**config.mk**
```make
export PLATFORM = sky130hd
export DESIGN_NAME = iafe_frontend_ctrl
export DESIGN_NICKNAME = d
export VERILOG_FILES = /design/src/iafe_pkg.sv /design/src/iafe_frontend_ctrl.sv
export SDC_FILE = /design/constraint.sdc
export NUM_CORES = 2
export LEC_CHECK = 0
export CAP_MARGIN = 5
export CORE_MARGIN = 2
export CORE_UTILIZATION = 60
export CTS_BUF_LIST = sky130_fd_sc_hd__clkbuf_4
export CTS_CLUSTER_SIZE = 30
export DETAILED_ROUTE_END_ITERATION = 8
export DONT_BUFFER_PORTS = 1
export PLACE_DENSITY = 0.84
export SETUP_SLACK_MARGIN = 0.1
export SYNTH_ARGS = -nofsm -noshare
export SYNTH_HDL_FRONTEND = slang
export SYNTH_SLANG_ARGS = --single-unit
```
**constraint.sdc**
```tcl
create_clock -name clk -period 14.3 [get_ports clk]
set_input_delay 0 -clock clk [delete_from_list [all_inputs] [get_ports clk]]
set_output_delay 0 -clock clk [all_outputs]
set_load 0.01 [all_outputs]
```
**src/iafe_pkg.sv**
```systemverilog
// constants and types for the isolated front end control block
package iafe_pkg;
    localparam int NCH = 2;
    // register byte offsets
    localparam logic [7:0] OFS_STATUS = 8'h00;
    localparam logic [7:0] OFS_CH_CFG0 = 8'h04;
    localparam logic [7:0] OFS_CH_CFG1 = 8'h08;
    localparam logic [7:0] OFS_GAIN = 8'h0C;
    localparam logic [7:0] OFS_CLOCK = 8'h10;
    localparam logic [7:0] OFS_PHASE = 8'h14;
    localparam logic [7:0] OFS_OFFSET0 = 8'h18;
    localparam logic [7:0] OFS_OFFSET1 = 8'h1C;
    localparam logic [7:0] OFS_GCAL0 = 8'h20;
    localparam logic [7:0] OFS_GCAL1 = 8'h24;
    localparam logic [7:0] OFS_DATA0 = 8'h28;
    localparam logic [7:0] OFS_DATA1 = 8'h2C;
    localparam logic [7:0] OFS_IRQ_STAT = 8'h30;
    localparam logic [7:0] OFS_IRQ_MASK = 8'h34;
    // field positions
    localparam int GAIN_CH1_LSB = 4;
    localparam int IRQ_W = 3;
    localparam int IRQ_FAULT = 0;
    localparam int IRQ_RDY0 = 1;
    // reset values and thresholds
    localparam logic [15:0] GCAL_RST = 16'h8000;
    localparam int GCAL_SHIFT = 15;
    localparam logic [1:0] CLKDIV_RST = 2'h0;
    localparam logic [2:0] PRECHARGE_MIN_GAIN = 3'h3;
    localparam logic [1:0] SRC_RST = 2'h0;
    localparam logic [2:0] GAIN_RST = 3'h0;

    typedef enum logic [1:0]
    {
        SRC_PINS = 2'h0,
        SRC_GND = 2'h1,
        SRC_TEST_POS = 2'h2,
        SRC_TEST_NEG = 2'h3
    } iafe_src_type;

    typedef struct packed
    {
        iafe_src_type src;
        logic [2:0] gain;
        logic precharge;
    } iafe_ch_ctrl_type;

    // half period of the modulator clock in main clocks: ratio 2,4,8,12
    function automatic logic [2:0] iafe_div_half(input logic [1:0] sel);
        unique case (sel)
            2'h0: iafe_div_half = 3'h1;
            2'h1: iafe_div_half = 3'h2;
            2'h2: iafe_div_half = 3'h4;
            2'h3: iafe_div_half = 3'h6;
        endcase
    endfunction : iafe_div_half
endpackage : iafe_pkg

```
**src/iafe_frontend_ctrl.sv**
```systemverilog
// channel front end control: status, mux, gain, clocking, decimation
//
// Notes on behaviour
// - supply converter failure shows as fault flag one
// - fault flag stays set until status read
// - reading status clears the fault flag
// - per channel two bit input source select
// - per channel three bit gain, 1 to 128
// - precharge buffer on for gain 8 and up
// - modulator one sends carrier burst, zero none
// - received bitstream sinc decimated into samples
// - converter resonator kept synchronous to modulator clock
// - decimation supports rates up to 64 kSPS
// - programmable relative sampling phase between channels
// - offset and gain calibration applied to samples
// - modulator clock divider ratios 2, 4, 8, 12
//
// Local design decisions: register access over AHB-Lite and the placing of the registers.
`timescale 1ns/1ps
module iafe_frontend_ctrl
    import iafe_pkg::*;
#(
    parameter int OSR = 64
)
(
    // clock and reset
    input wire logic clk,
    input wire logic rst,
    // ahb-lite slave
    input wire logic hsel,
    input wire logic [31:0] haddr,
    input wire logic [1:0] htrans,
    input wire logic hwrite,
    input wire logic [2:0] hsize,
    input wire logic [31:0] hwdata,
    input wire logic hready,
    output logic [31:0] hrdata,
    output logic hreadyout,
    output logic hresp,
    // isolated side
    input wire logic supply_fault,
    input wire logic [NCH-1:0] mod_bit,
    output logic modulator_clock,
    output logic resonator_sync,
    output logic [NCH-1:0] ook_tx_en,
    output iafe_ch_ctrl_type [NCH-1:0] ch_ctrl,
    output logic [NCH-1:0] sample_valid,
    // interrupt
    output logic irq
);
    localparam int CW = $clog2(OSR);
    localparam logic [CW-1:0] LAST = CW'(OSR - 1);
    localparam logic signed [16:0] OSR17 = 17'(OSR);

    // offset removal then gain scaling, gain word 1.0 at GCAL_RST
    function automatic logic [15:0] calib(input logic signed [16:0] raw,
        input logic [15:0] ofs, input logic [15:0] gc);
        logic signed [17:0] d;
        logic signed [34:0] p;
        d = $signed({raw[16], raw}) - $signed({{2{ofs[15]}}, ofs});
        // widen both factors first, an 18 bit product would wrap
        p = 35'(d) * 35'($signed({1'b0, gc}));
        calib = p[GCAL_SHIFT +: 16];
    endfunction : calib

    ////////////////////////////////////////////////////////////////////////
    logic fault_flag_r, fault_flag_nxt;
    logic [1:0] src_r [NCH], src_nxt [NCH];
    logic [2:0] gain_r [NCH], gain_nxt [NCH];
    logic [15:0] ofs_r [NCH], ofs_nxt [NCH];
    logic [15:0] gcal_r [NCH], gcal_nxt [NCH];
    logic [15:0] data_r [NCH], data_nxt [NCH];
    logic [CW:0] acc_r [NCH], acc_nxt [NCH];
    logic [1:0] clkdiv_r, clkdiv_nxt;
    logic [CW-1:0] phase_r, phase_nxt, dec_r, dec_nxt;
    logic [IRQ_W-1:0] irq_stat_r, irq_stat_nxt, irq_mask_r, irq_mask_nxt;
    logic wr_pend_r, wr_pend_nxt;
    logic [7:0] wr_addr_r, wr_addr_nxt;
    logic [31:0] hrdata_r, hrdata_nxt;
    logic [2:0] divcnt_r, divcnt_nxt;
    logic modclk_r, modclk_nxt;
    logic resync_r, resync_nxt;
    logic [NCH-1:0] ook_r, ook_nxt, valid_r, valid_nxt;
    logic addr_ok, rd_status, tick, win_end;
    logic [31:0] rd_val;
    logic [CW:0] ones;
    logic signed [16:0] raw;

    // address phase accepted; zero wait states, so hready is our own
    assign addr_ok = hsel & hready & htrans[1];
    assign rd_status = addr_ok & ~hwrite & (haddr[7:0] == OFS_STATUS);

    ////////////////////////////////////////////////////////////////////////
    // read data mux, unmapped offsets read zero
    always_comb
    begin
        case (haddr[7:0])
            OFS_STATUS: rd_val = {31'h0, fault_flag_r};
            OFS_CH_CFG0: rd_val = {30'h0, src_r[0]};
            OFS_CH_CFG1: rd_val = {30'h0, src_r[1]};
            OFS_GAIN: rd_val = {25'h0, gain_r[1], 1'b0, gain_r[0]};
            OFS_CLOCK: rd_val = {30'h0, clkdiv_r};
            OFS_PHASE: rd_val = 32'(phase_r);
            OFS_OFFSET0: rd_val = {16'h0, ofs_r[0]};
            OFS_OFFSET1: rd_val = {16'h0, ofs_r[1]};
            OFS_GCAL0: rd_val = {16'h0, gcal_r[0]};
            OFS_GCAL1: rd_val = {16'h0, gcal_r[1]};
            OFS_DATA0: rd_val = {{16{data_r[0][15]}}, data_r[0]};
            OFS_DATA1: rd_val = {{16{data_r[1][15]}}, data_r[1]};
            OFS_IRQ_STAT: rd_val = 32'(irq_stat_r);
            OFS_IRQ_MASK: rd_val = 32'(irq_mask_r);
            default: rd_val = 32'h0;
        endcase
    end

    ////////////////////////////////////////////////////////////////////////
    // next state of registers, divider and decimators
    always_comb
    begin
        ones = '0;
        raw = '0;
        win_end = 1'b0;
        src_nxt = src_r;
        gain_nxt = gain_r;
        ofs_nxt = ofs_r;
        gcal_nxt = gcal_r;
        data_nxt = data_r;
        acc_nxt = acc_r;
        clkdiv_nxt = clkdiv_r;
        phase_nxt = phase_r;
        irq_mask_nxt = irq_mask_r;
        wr_pend_nxt = addr_ok & hwrite;
        wr_addr_nxt = addr_ok ? haddr[7:0] : wr_addr_r;
        hrdata_nxt = (addr_ok & ~hwrite) ? rd_val : hrdata_r;
        // set wins over the clearing read
        fault_flag_nxt = supply_fault | (fault_flag_r & ~rd_status);
        irq_stat_nxt = irq_stat_r;
        if (wr_pend_r)
            case (wr_addr_r)
                OFS_CH_CFG0: src_nxt[0] = hwdata[1:0];
                OFS_CH_CFG1: src_nxt[1] = hwdata[1:0];
                OFS_GAIN:
                begin
                    gain_nxt[0] = hwdata[2:0];
                    gain_nxt[1] = hwdata[GAIN_CH1_LSB +: 3];
                end
                OFS_CLOCK: clkdiv_nxt = hwdata[1:0];
                OFS_PHASE: phase_nxt = hwdata[CW-1:0];
                OFS_OFFSET0: ofs_nxt[0] = hwdata[15:0];
                OFS_OFFSET1: ofs_nxt[1] = hwdata[15:0];
                OFS_GCAL0: gcal_nxt[0] = hwdata[15:0];
                OFS_GCAL1: gcal_nxt[1] = hwdata[15:0];
                OFS_IRQ_STAT: irq_stat_nxt = irq_stat_r & ~hwdata[IRQ_W-1:0];
                OFS_IRQ_MASK: irq_mask_nxt = hwdata[IRQ_W-1:0];
                default: ;
            endcase
        // modulator clock, tolerant of a divider change mid count
        tick = 1'b0;
        divcnt_nxt = divcnt_r + 3'h1;
        modclk_nxt = modclk_r;
        if (divcnt_r >= iafe_div_half(clkdiv_r) - 3'h1)
        begin
            divcnt_nxt = 3'h0;
            modclk_nxt = ~modclk_r;
            tick = ~modclk_r;
        end
        resync_nxt = tick;
        ook_nxt = tick ? mod_bit : ook_r;
        dec_nxt = dec_r;
        valid_nxt = '0;
        if (tick)
        begin
            dec_nxt = (dec_r == LAST) ? '0 : dec_r + 1'b1;
            for (int c = 0; c < NCH; c++)
            begin
                // channel 1 window closes at the programmed phase
                win_end = (c == 0) ? (dec_r == LAST) : (dec_r == phase_r);
                ones = acc_r[c] + (CW+1)'(mod_bit[c]);
                raw = $signed(17'({ones, 1'b0})) - OSR17;
                acc_nxt[c] = win_end ? '0 : ones;
                if (win_end)
                begin
                    data_nxt[c] = calib(raw, ofs_r[c], gcal_r[c]);
                    valid_nxt[c] = 1'b1;
                end
            end
        end
        // events set sticky bits, set wins over write one to clear
        irq_stat_nxt[IRQ_FAULT] = irq_stat_nxt[IRQ_FAULT] | supply_fault;
        irq_stat_nxt[IRQ_RDY0 +: NCH] |= valid_nxt;
    end

    ////////////////////////////////////////////////////////////////////////
    // register stage
    always_ff @(posedge clk or posedge rst)
    begin
        if (rst)
        begin
            fault_flag_r <= 1'b0;
            for (int c = 0; c < NCH; c++)
            begin
                src_r[c] <= SRC_RST;
                gain_r[c] <= GAIN_RST;
                ofs_r[c] <= 16'h0000;
                gcal_r[c] <= GCAL_RST;
                data_r[c] <= 16'h0000;
                acc_r[c] <= '0;
            end
            clkdiv_r <= CLKDIV_RST;
            phase_r <= '0;
            irq_stat_r <= '0;
            irq_mask_r <= '0;
            wr_pend_r <= 1'b0;
            wr_addr_r <= 8'h00;
            hrdata_r <= 32'h0000_0000;
            divcnt_r <= 3'h0;
            modclk_r <= 1'b0;
            resync_r <= 1'b0;
            ook_r <= '0;
            dec_r <= '0;
            valid_r <= '0;
        end
        else
        begin
            fault_flag_r <= fault_flag_nxt;
            src_r <= src_nxt;
            gain_r <= gain_nxt;
            ofs_r <= ofs_nxt;
            gcal_r <= gcal_nxt;
            data_r <= data_nxt;
            acc_r <= acc_nxt;
            clkdiv_r <= clkdiv_nxt;
            phase_r <= phase_nxt;
            irq_stat_r <= irq_stat_nxt;
            irq_mask_r <= irq_mask_nxt;
            wr_pend_r <= wr_pend_nxt;
            wr_addr_r <= wr_addr_nxt;
            hrdata_r <= hrdata_nxt;
            divcnt_r <= divcnt_nxt;
            modclk_r <= modclk_nxt;
            resync_r <= resync_nxt;
            ook_r <= ook_nxt;
            dec_r <= dec_nxt;
            valid_r <= valid_nxt;
        end
    end

    ////////////////////////////////////////////////////////////////////////
    // outputs
    assign hrdata = hrdata_r;
    assign hreadyout = 1'b1;
    assign hresp = 1'b0;
    assign modulator_clock = modclk_r;
    assign resonator_sync = resync_r;
    assign ook_tx_en = ook_r;
    assign sample_valid = valid_r;
    assign irq = |(irq_stat_r & irq_mask_r);
    // precharge buffer only helps the high gain, low signal ranges
    always_comb
    begin
        for (int c = 0; c < NCH; c++)
        begin
            ch_ctrl[c].src = iafe_src_type'(src_r[c]);
            ch_ctrl[c].gain = gain_r[c];
            ch_ctrl[c].precharge = (gain_r[c] >= PRECHARGE_MIN_GAIN);
        end
    end

    ////////////////////////////////////////////////////////////////////////
    // checks
    property p_fault_set;
        @(posedge clk) disable iff (rst) supply_fault |=> fault_flag_r;
    endproperty
    a_fault_set: assert property (p_fault_set)
        else $error("fault flag not set by supply failure");
    property p_fault_sticky;
        @(posedge clk) disable iff (rst)
            fault_flag_r && !rd_status |=> fault_flag_r;
    endproperty
    a_fault_sticky: assert property (p_fault_sticky)
        else $error("fault flag dropped without status read");
    property p_fault_clear;
        @(posedge clk) disable iff (rst)
            rd_status && !supply_fault |=> !fault_flag_r;
    endproperty
    a_fault_clear: assert property (p_fault_clear)
        else $error("status read did not clear fault flag");
    property p_read_old;
        @(posedge clk) disable iff (rst)
            rd_status && fault_flag_r |=> hrdata[0] && hreadyout;
    endproperty
    a_read_old: assert property (p_read_old)
        else $error("clearing read lost the fault flag");
    // gain codes 3 to 7 written as a gate, not as the compare above
    property p_precharge;
        @(posedge clk) disable iff (rst)
            ch_ctrl[0].precharge == (ch_ctrl[0].gain[2] | &ch_ctrl[0].gain[1:0])
            && ch_ctrl[1].precharge
            == (ch_ctrl[1].gain[2] | &ch_ctrl[1].gain[1:0]);
    endproperty
    a_precharge: assert property (p_precharge)
        else $error("precharge buffer does not match gain");
    property p_div2;
        @(posedge clk) disable iff (rst)
            $rose(modulator_clock) && clkdiv_r == 2'h0
            && $stable(clkdiv_r) |=> $fell(modulator_clock);
    endproperty
    a_div2: assert property (p_div2)
        else $error("modulator clock not divide by two");
    property p_ook;
        @(posedge clk) disable iff (rst)
            $rose(modulator_clock) |-> ook_tx_en == $past(mod_bit)
            ##1 $stable(ook_tx_en);
    endproperty
    a_ook: assert property (p_ook)
        else $error("carrier burst does not follow modulator bit");
    property p_resync;
        @(posedge clk) disable iff (rst)
            resonator_sync |-> $rose(modulator_clock) ##1 !resonator_sync;
    endproperty
    a_resync: assert property (p_resync)
        else $error("resonator sync off modulator clock edge");
    property p_win0;
        @(posedge clk) disable iff (rst)
            tick && dec_r == LAST |=> sample_valid[0]
            && irq_stat_r[IRQ_RDY0];
    endproperty
    a_win0: assert property (p_win0)
        else $error("channel 0 sample missing at window end");
    // phase compared as it stood at the tick, a write may land there
    property p_phase;
        @(posedge clk) disable iff (rst)
            sample_valid[1] |-> $past(tick) && $past(dec_r) == $past(phase_r);
    endproperty
    a_phase: assert property (p_phase)
        else $error("channel 1 sample off its programmed phase");
endmodule : iafe_frontend_ctrl

```
## Word-level counts from Yosys, hierarchy flattened

Cells that the tools add are included.

- Register bits: 191
- Latch bits: 0
- Memory bits (writable): 0
- ROM bits: 0
- Input port bits: 77
- Output and inout bits: 53
- Word-level logic and storage cells: 111
- Memories kept: 0

- $add $sub $neg: 9
- Multipliers: 2
- Div/mod/pow operators: 0
- $lt $le $gt $ge: 3
- Equal/unequal tests: 29
- Shifts and indexed selects: 0
- Muxes and demuxes: 12
- Bitwise gates (word level): 15
- Reduce and logical (&&, ||, !) cells: 15

Operators with widths:

| operator | number |
|---|---|
| one-hot mux 32 bit (14 select lines) | 1 |
| == test 8 x 6 -> 1 bit (second input constant) | 10 |
| == test 8 x 5 -> 1 bit (second input constant) | 8 |
| multiplier 17 x 17 -> 31 bit | 2 |
| subtractor 9 x 16 -> 17 bit | 2 |
| == test 8 x 4 -> 1 bit (second input constant) | 4 |
| AND reduction 2 bit | 12 |
| subtractor 8 x 7 -> 9 bit (second input constant) | 2 |
| == test 8 x 3 -> 1 bit (second input constant) | 2 |
| adder 7 x 1 -> 7 bit | 2 |
| 2-to-1 mux 7 bit | 2 |
| one-hot mux 3 bit (4 select lines) | 1 |
| 2-to-1 mux 3 bit | 3 |
| zero test 8 bit | 1 |
| adder 6 x 1 -> 6 bit (second input constant) | 1 |
| bitwise AND 1 bit | 6 |
| bitwise AND 3 bit | 2 |
| == test 6 bit | 1 |
| == test 6 bit (second input constant) | 1 |
| greater-or-equal comparator 3 x 2 -> 1 bit (second input constant) | 2 |
| 2-to-1 mux 6 bit | 1 |
| == test 2 bit (second input constant) | 2 |
| adder 3 x 1 -> 3 bit (second input constant) | 1 |
| greater-or-equal comparator 3 bit | 1 |
| 10 further kinds | 15 |

## Longest topological paths before layout

- Word-level depth: 7
- Gate-level depth with buffers: 43
- Mapped depth without buffers: 41

## Least setup slack after synthesis

No wires, ideal clock.

- Path type: reg-to-reg
- From: reg acc_r[0] in the netlist's numbering
- To: reg data_r[15] in the netlist's numbering
- Library setup time: 0.126 ns
- Arrival time: 8.636 ns
- Path slack: 5.537 ns
- Stages on the path, launching flop included: 39
- Path buffers: 1
- Clock period less this slack: 8.763 ns
- Cell sequence: dfrtp_1 -> ha_1 -> and4_4 -> a211oi_4 -> nor2_8 -> clkinv_2 -> ha_1 -> a21oi_1 -> nand2b_1 -> nor2_1 -> nand3b_1 -> a41oi_2 -> nor2_1 -> or2_1 -> maj3_1 -> o21ai_2 -> buf_2 -> nand2_1 -> [... 3 more ...] -> fa_1 -> inv_1 -> fa_1 -> fa_1 -> fa_1 -> inv_1 -> fa_1 -> inv_1 -> ha_1 -> and3_1 -> a221o_1 -> a21oi_1 -> o31ai_1 -> a311oi_1 -> o21bai_1 -> a21oi_1 -> and3_1 -> o31ai_2

- Cells in the longest elaborated chain, start to end: 4

Ends and longest elaborated chain:

| element | RTL line | source |
|---|---|---|
| start, declared | iafe_frontend_ctrl.sv:73 | `logic [CW:0] acc_r [NCH], acc_nxt [NCH];` |
| start signal, assigned | iafe_frontend_ctrl.sv:231 | `acc_r <= acc_nxt;` |
| adder 7 x 1 -> 7 bit | iafe_frontend_ctrl.sv:178 | `ones = acc_r[c] + (CW+1)'(mod_bit[c]);` |
| subtractor 8 x 7 -> 9 bit | iafe_frontend_ctrl.sv:179 | `raw = $signed(17'({ones, 1'b0})) - OSR17;` |
| subtractor 9 x 16 -> 17 bit | iafe_frontend_ctrl.sv:60 | `d = $signed({raw[16], raw}) - $signed({{2{ofs[15]}}, ofs});` |
| multiplier 17 x 17 -> 31 bit | iafe_frontend_ctrl.sv:62 | `p = 35'(d) * 35'($signed({1'b0, gc}));` |
| end signal, assigned | iafe_frontend_ctrl.sv:230 | `data_r <= data_nxt;` |
| end, declared | iafe_frontend_ctrl.sv:72 | `logic [15:0] data_r [NCH], data_nxt [NCH];` |

No other way between the ends.
A chain may end at the register's enable or synchronous reset.

## Worst setup path in the final report

Ends and elaborated chain as after synthesis.

==> summary by stage <==
Status
The flow ran to the end, and the final reports show no timing, DRC or antenna violations.

Clocking
The buffer count from post-CTS setup fixing is 0. The number of H-tree levels is 4. The tree built by TritonCTS fans out to 176 sinks. The TritonCTS clock tree is built. The maximum buffer depth of the clock tree is 2. The total clock buffers created by CTS is 17. The source-to-sink clock delay at the later pin of the worst-skew pair is 0.61 ns. The clock input transition at the sequential cells of the worst setup and hold paths is 0.17 ns. The clock tree root driver cell is sky130_fd_sc_hd__clkbuf_4.

Yosys
After synthesis, flip-flops and latches occupy 15.3% of the total area. Yosys instantiated no cell more often than sky130_fd_sc_hd__inv_1. The synthesized netlist devotes 14.7% of its cell area to simple gates.

The synthesized area per cell is 9.28 um^2. In the synthesized netlist the dominant register cell turns out to be sky130_fd_sc_hd__dfrtp_1. After technology mapping, the gate count stands at 3101. The adder-cell share of the synthesized area is 44.0%. The post-synthesis async set-or-reset flop share is 100%. The compound-cell area share of the yosys netlist is 7.29%. The share of synthesized area in the top cell type comes to 35.3%. By area the synthesized netlist is led by sky130_fd_sc_hd__fa_1, sky130_fd_sc_hd__dfrtp_1, sky130_fd_sc_hd__inv_1. The total of warnings raised by yosys is 0.

The register bit count reported by yosys is 176. Measured against the total synthesized area, the mux share comes to 3.27%. The count of unique library cells instantiated by Yosys is 87. The number of enable flip-flop cells after synthesis is 0.

The combinational family with the most area after synthesis is adder cells. Counting instances in the post-synthesis netlist gives the leading cell types as sky130_fd_sc_hd__inv_1, sky130_fd_sc_hd__fa_1, sky130_fd_sc_hd__nand2_1. Of the total synthesized cell area, the portion taken by XOR and XNOR cells is 4.26%. The largest area contributor in the synthesized netlist is sky130_fd_sc_hd__fa_1. In this run the cell area of the synthesized design comes to 28800 um^2.

The number of nets handed over by synthesis was 3883.

Finish
The post-synthesis to final-layout area growth is 4.24%. The sequential cell area is 4410 um^2. The filler cell count is 3561. The net count of the finished layout is 3830. Of the cells placed in the final design, the portion with a size suffix greater than 1 is 6.08%. The area occupied by multi-input gates is 21300 um^2.

Power and ir drop
The static leakage is 15.4 nW. Across the VDD grid, the largest voltage drop is 0.000133 V. The power per unit of standard cell area is 72.6 nW/um^2.

Timing
The transition time at the pin with the least slew margin is 1.28 ns. Setup repair after global routing left no endpoint under its margin. The timing-limited maximum frequency is 97.9 MHz. Setup violations remaining at the end of the flow were counted as 0.

On the final layout, the worst clock skew is 0.0295 ns. Final hold analysis gives a worst-case slack of 0.105 ns. Setup total negative slack on the finished layout was measured at 0 ns. Setup slack on the critical path of the routed design comes to 4.08 ns. Measured against its own limit, the worst slew margin works out to 14.2%. The post-route fraction of the period consumed by the critical path is 71.4%. The number of max-slew violations in the final report is 0. The shortest period the worst path allows is 10.22 ns. The total count of hold-check failures in the final report is 0.

Setup path
The first element of the critical path is acc_r[0]. STA classifies the critical path endpoint as a flip-flop. The sum of buffers and inverters on the critical path is 6.

The worst reg2reg path startpoint is acc_r[0]. The cell family contributing the most delay on the critical path is adder cells. The arrival time of the worst setup path is 10.69 ns.

In this run the register-to-register setup slack is 4.08 ns. For the worst setup path, the data required time is 14.78 ns. The cell depth of the worst flop-to-flop path is 37. In this design, the stage delay of the slowest critical-path cell is 0.52 ns. By startpoint and endpoint, the worst setup path is classified as reg -> reg. In this run the worst path has a maximum fanout of 15. STA classifies the critical path startpoint as a flip-flop. The most frequent cell on the critical path is sky130_fd_sc_hd__fa_1. The slowest stage cell on the critical path is sky130_fd_sc_hd__fa_1. The endpoint identified for the worst register-to-register timing path is data_r[15].

Drt
The average wire per standard cell is 20.5 um. The detail route stage leaves a number of antenna-violating nets equal to 0. Using the TritonRoute via totals, the vias-per-cell ratio works out to 5.98. The total length of routed wires is 75.4 mm. For this run, design rule violations remaining after detail routing come to 0.

The number of vias after detailed routing is 22000. The number of violations reported at the end of detailed-routing iteration 0 is 2247. The detailed-router iteration count before antenna repair is 8.

Floorplan
The floorplan step defined a core boundary enclosing 47500 um^2. The die covers 49700 um^2. 130 I/O pins were placed. The chip height is 223 um. Once the floorplan was initialized, standard cells occupied 60.5% of the core.

The floorplan row count is 80. The die is 223 um wide.

Global routing
The initial antenna violation count came to 5. The number of global-route vias before repair is 24500. The total overflow left after global routing is 0. The first-pass GRT wire length is 125 mm. Global routing consumed, over all layers together, 31.8% of the routing resources.

The pin count of the biggest net entering global routing is 83.

Placement
The count of buffers added on input and output ports is 0. The global placer's final weighted congestion is 0.962. At the placement stage, the worst setup path has a slack of 4.23 ns. The detailed placer's ending HPWL is 57.5 mm.

Worst hold path
For hold timing, the worst endpoint is hrdata[4]. The number of cells traversed by the worst hold path is 5. In this run the most critical hold path is launched from haddr[5]. The path class of the tightest hold or removal check is in -> reg.

Flow run
The tool flagged a number of max-cap violations equal to 0.
==> layout by cell type (no fill, tap or decap), types with 5 or more instances in the layout <==
cell type                       instances
sky130_fd_sc_hd__a222oi_1               5
sky130_fd_sc_hd__dlygate4sd3_1         42
sky130_fd_sc_hd__nor2_1                41
sky130_fd_sc_hd__a31oi_1                8
sky130_fd_sc_hd__o21bai_1               5
sky130_fd_sc_hd__xnor2_1               87
sky130_fd_sc_hd__and2_1               251
sky130_fd_sc_hd__clkbuf_4              17
sky130_fd_sc_hd__nand3_1               28
sky130_fd_sc_hd__o21ai_0               97
sky130_fd_sc_hd__xnor2_2               12
sky130_fd_sc_hd__inv_8                  6
sky130_fd_sc_hd__o22ai_1                5
sky130_fd_sc_hd__inv_1                682
sky130_fd_sc_hd__o31ai_1               11
sky130_fd_sc_hd__xor2_1                32
sky130_fd_sc_hd__o211ai_1               7
sky130_fd_sc_hd__a21oi_1               44
sky130_fd_sc_hd__mux2_2                81
sky130_fd_sc_hd__nand4_1                9
sky130_fd_sc_hd__and3_1                14
sky130_fd_sc_hd__fa_1                 508
sky130_fd_sc_hd__buf_4                 29
sky130_fd_sc_hd__a221oi_1              11
sky130_fd_sc_hd__nor3_1                10
sky130_fd_sc_hd__a22oi_1               39
sky130_fd_sc_hd__nand2_1              406
sky130_fd_sc_hd__ha_1                 197
sky130_fd_sc_hd__nor2b_1               36
sky130_fd_sc_hd__o21a_1                 6
sky130_fd_sc_hd__diode_2                5
sky130_fd_sc_hd__nand2b_1              25
sky130_fd_sc_hd__a21o_1                27
sky130_fd_sc_hd__dfrtp_1              173
==> worst max path at each step <==
stage	slack, ns	depth (start not counted)	endpoint
finish	4.08	37	data_r[15]
detailed placement	4.23	37	data_r[15]
global route	3.47	37	data_r[15]
CTS	4.17	37	data_r[15]
floorplan	5.54	38	data_r[15]
global placement	4.51	37	data_r[15]
==> layout make-up <==
| class | count | area share, % |
|---|---|---|
| inverter | 685 | 8.61 |
| antenna | 5 | 0.0417 |
| multi-input combinational | 2097 | 71.0 |
| clock inverter | 15 | 0.563 |
| clock buffer | 17 | 0.425 |
| tap | 615 | 2.57 |
| timing repair buffer | 71 | 2.13 |
| sequential | 176 | 14.7 |
==> flip-flops by register name, indices dropped and copies added (netlist names), 3 cells and up <==
name and count:
gcal_r 32, irq_mask_r 3, ofs_r 32, irq_stat_r 3
hrdata 17, acc_r 14, phase_r 6, ch_ctrl 10
divcnt_r 3, wr_addr_r 8, dec_r 6, data_r 32
==> cells by family after synthesis <==
family / count (synthesis)
other: 2
muxes: 84
and+or+nand+nor: 854
AOI/OAI and AO/OA: 313
xor gates and xnor gates: 136
DFF: 176
adders and majority gates: 708
buffers and inverters: 828
==> tightest hold or removal path: stages <==
cell and delay, ns:
sky130_fd_sc_hd__nand2b_1 0.12, sky130_fd_sc_hd__nor2_1 0.10, sky130_fd_sc_hd__a22oi_1 0.16, sky130_fd_sc_hd__a41oi_1 0.14
sky130_fd_sc_hd__a21o_1 0.17
==> stage by stage <==
stage | instances | total power (W) | cell area, um^2 | util, %
6_report | 3681 | 0.00218 | 30000 | 63.1
4_1_cts | 3676 | 0.00213 | 30000 | 63.1
5_1_grt | 3681 | 0.00231 | 30000 | 63.1
2_1_floorplan | 3101 | 0.00140 | 28800 | -
3_5_place_dp | 3602 | 0.00181 | 29300 | 61.6
3_3_place_gp | 3602 | 0.00176 | 29300 | 61.6
==> routing by layer <==
| layer | vias up | track usage (%) | routed length (um) |
|---|---|---|---|
| met5 | - | 0 | 0 |
| met4 | 0 | 14.7 | 3900 |
| met3 | 311 | 6.94 | 7800 |
| met2 | 1326 | 53.5 | 36500 |
| met1 | 11100 | 39.4 | 27200 |
| li1 | 9315 | - | - |
==> what timing repair did <==
action,4_1_cts,5_1_grt
gates resized for setup,0,0
hold buffers,42,0
hold endpoints to repair,216,0
==> power by group <==
part	leakage (nW)	internal (W)	switching [W]
combinational	13.2	0.000402	0.000808
sequential	2.08	0.000565	0.000106
clock	0.164	0.0000963	0.000202
Note: power is estimated with default switching activity, not from simulation.
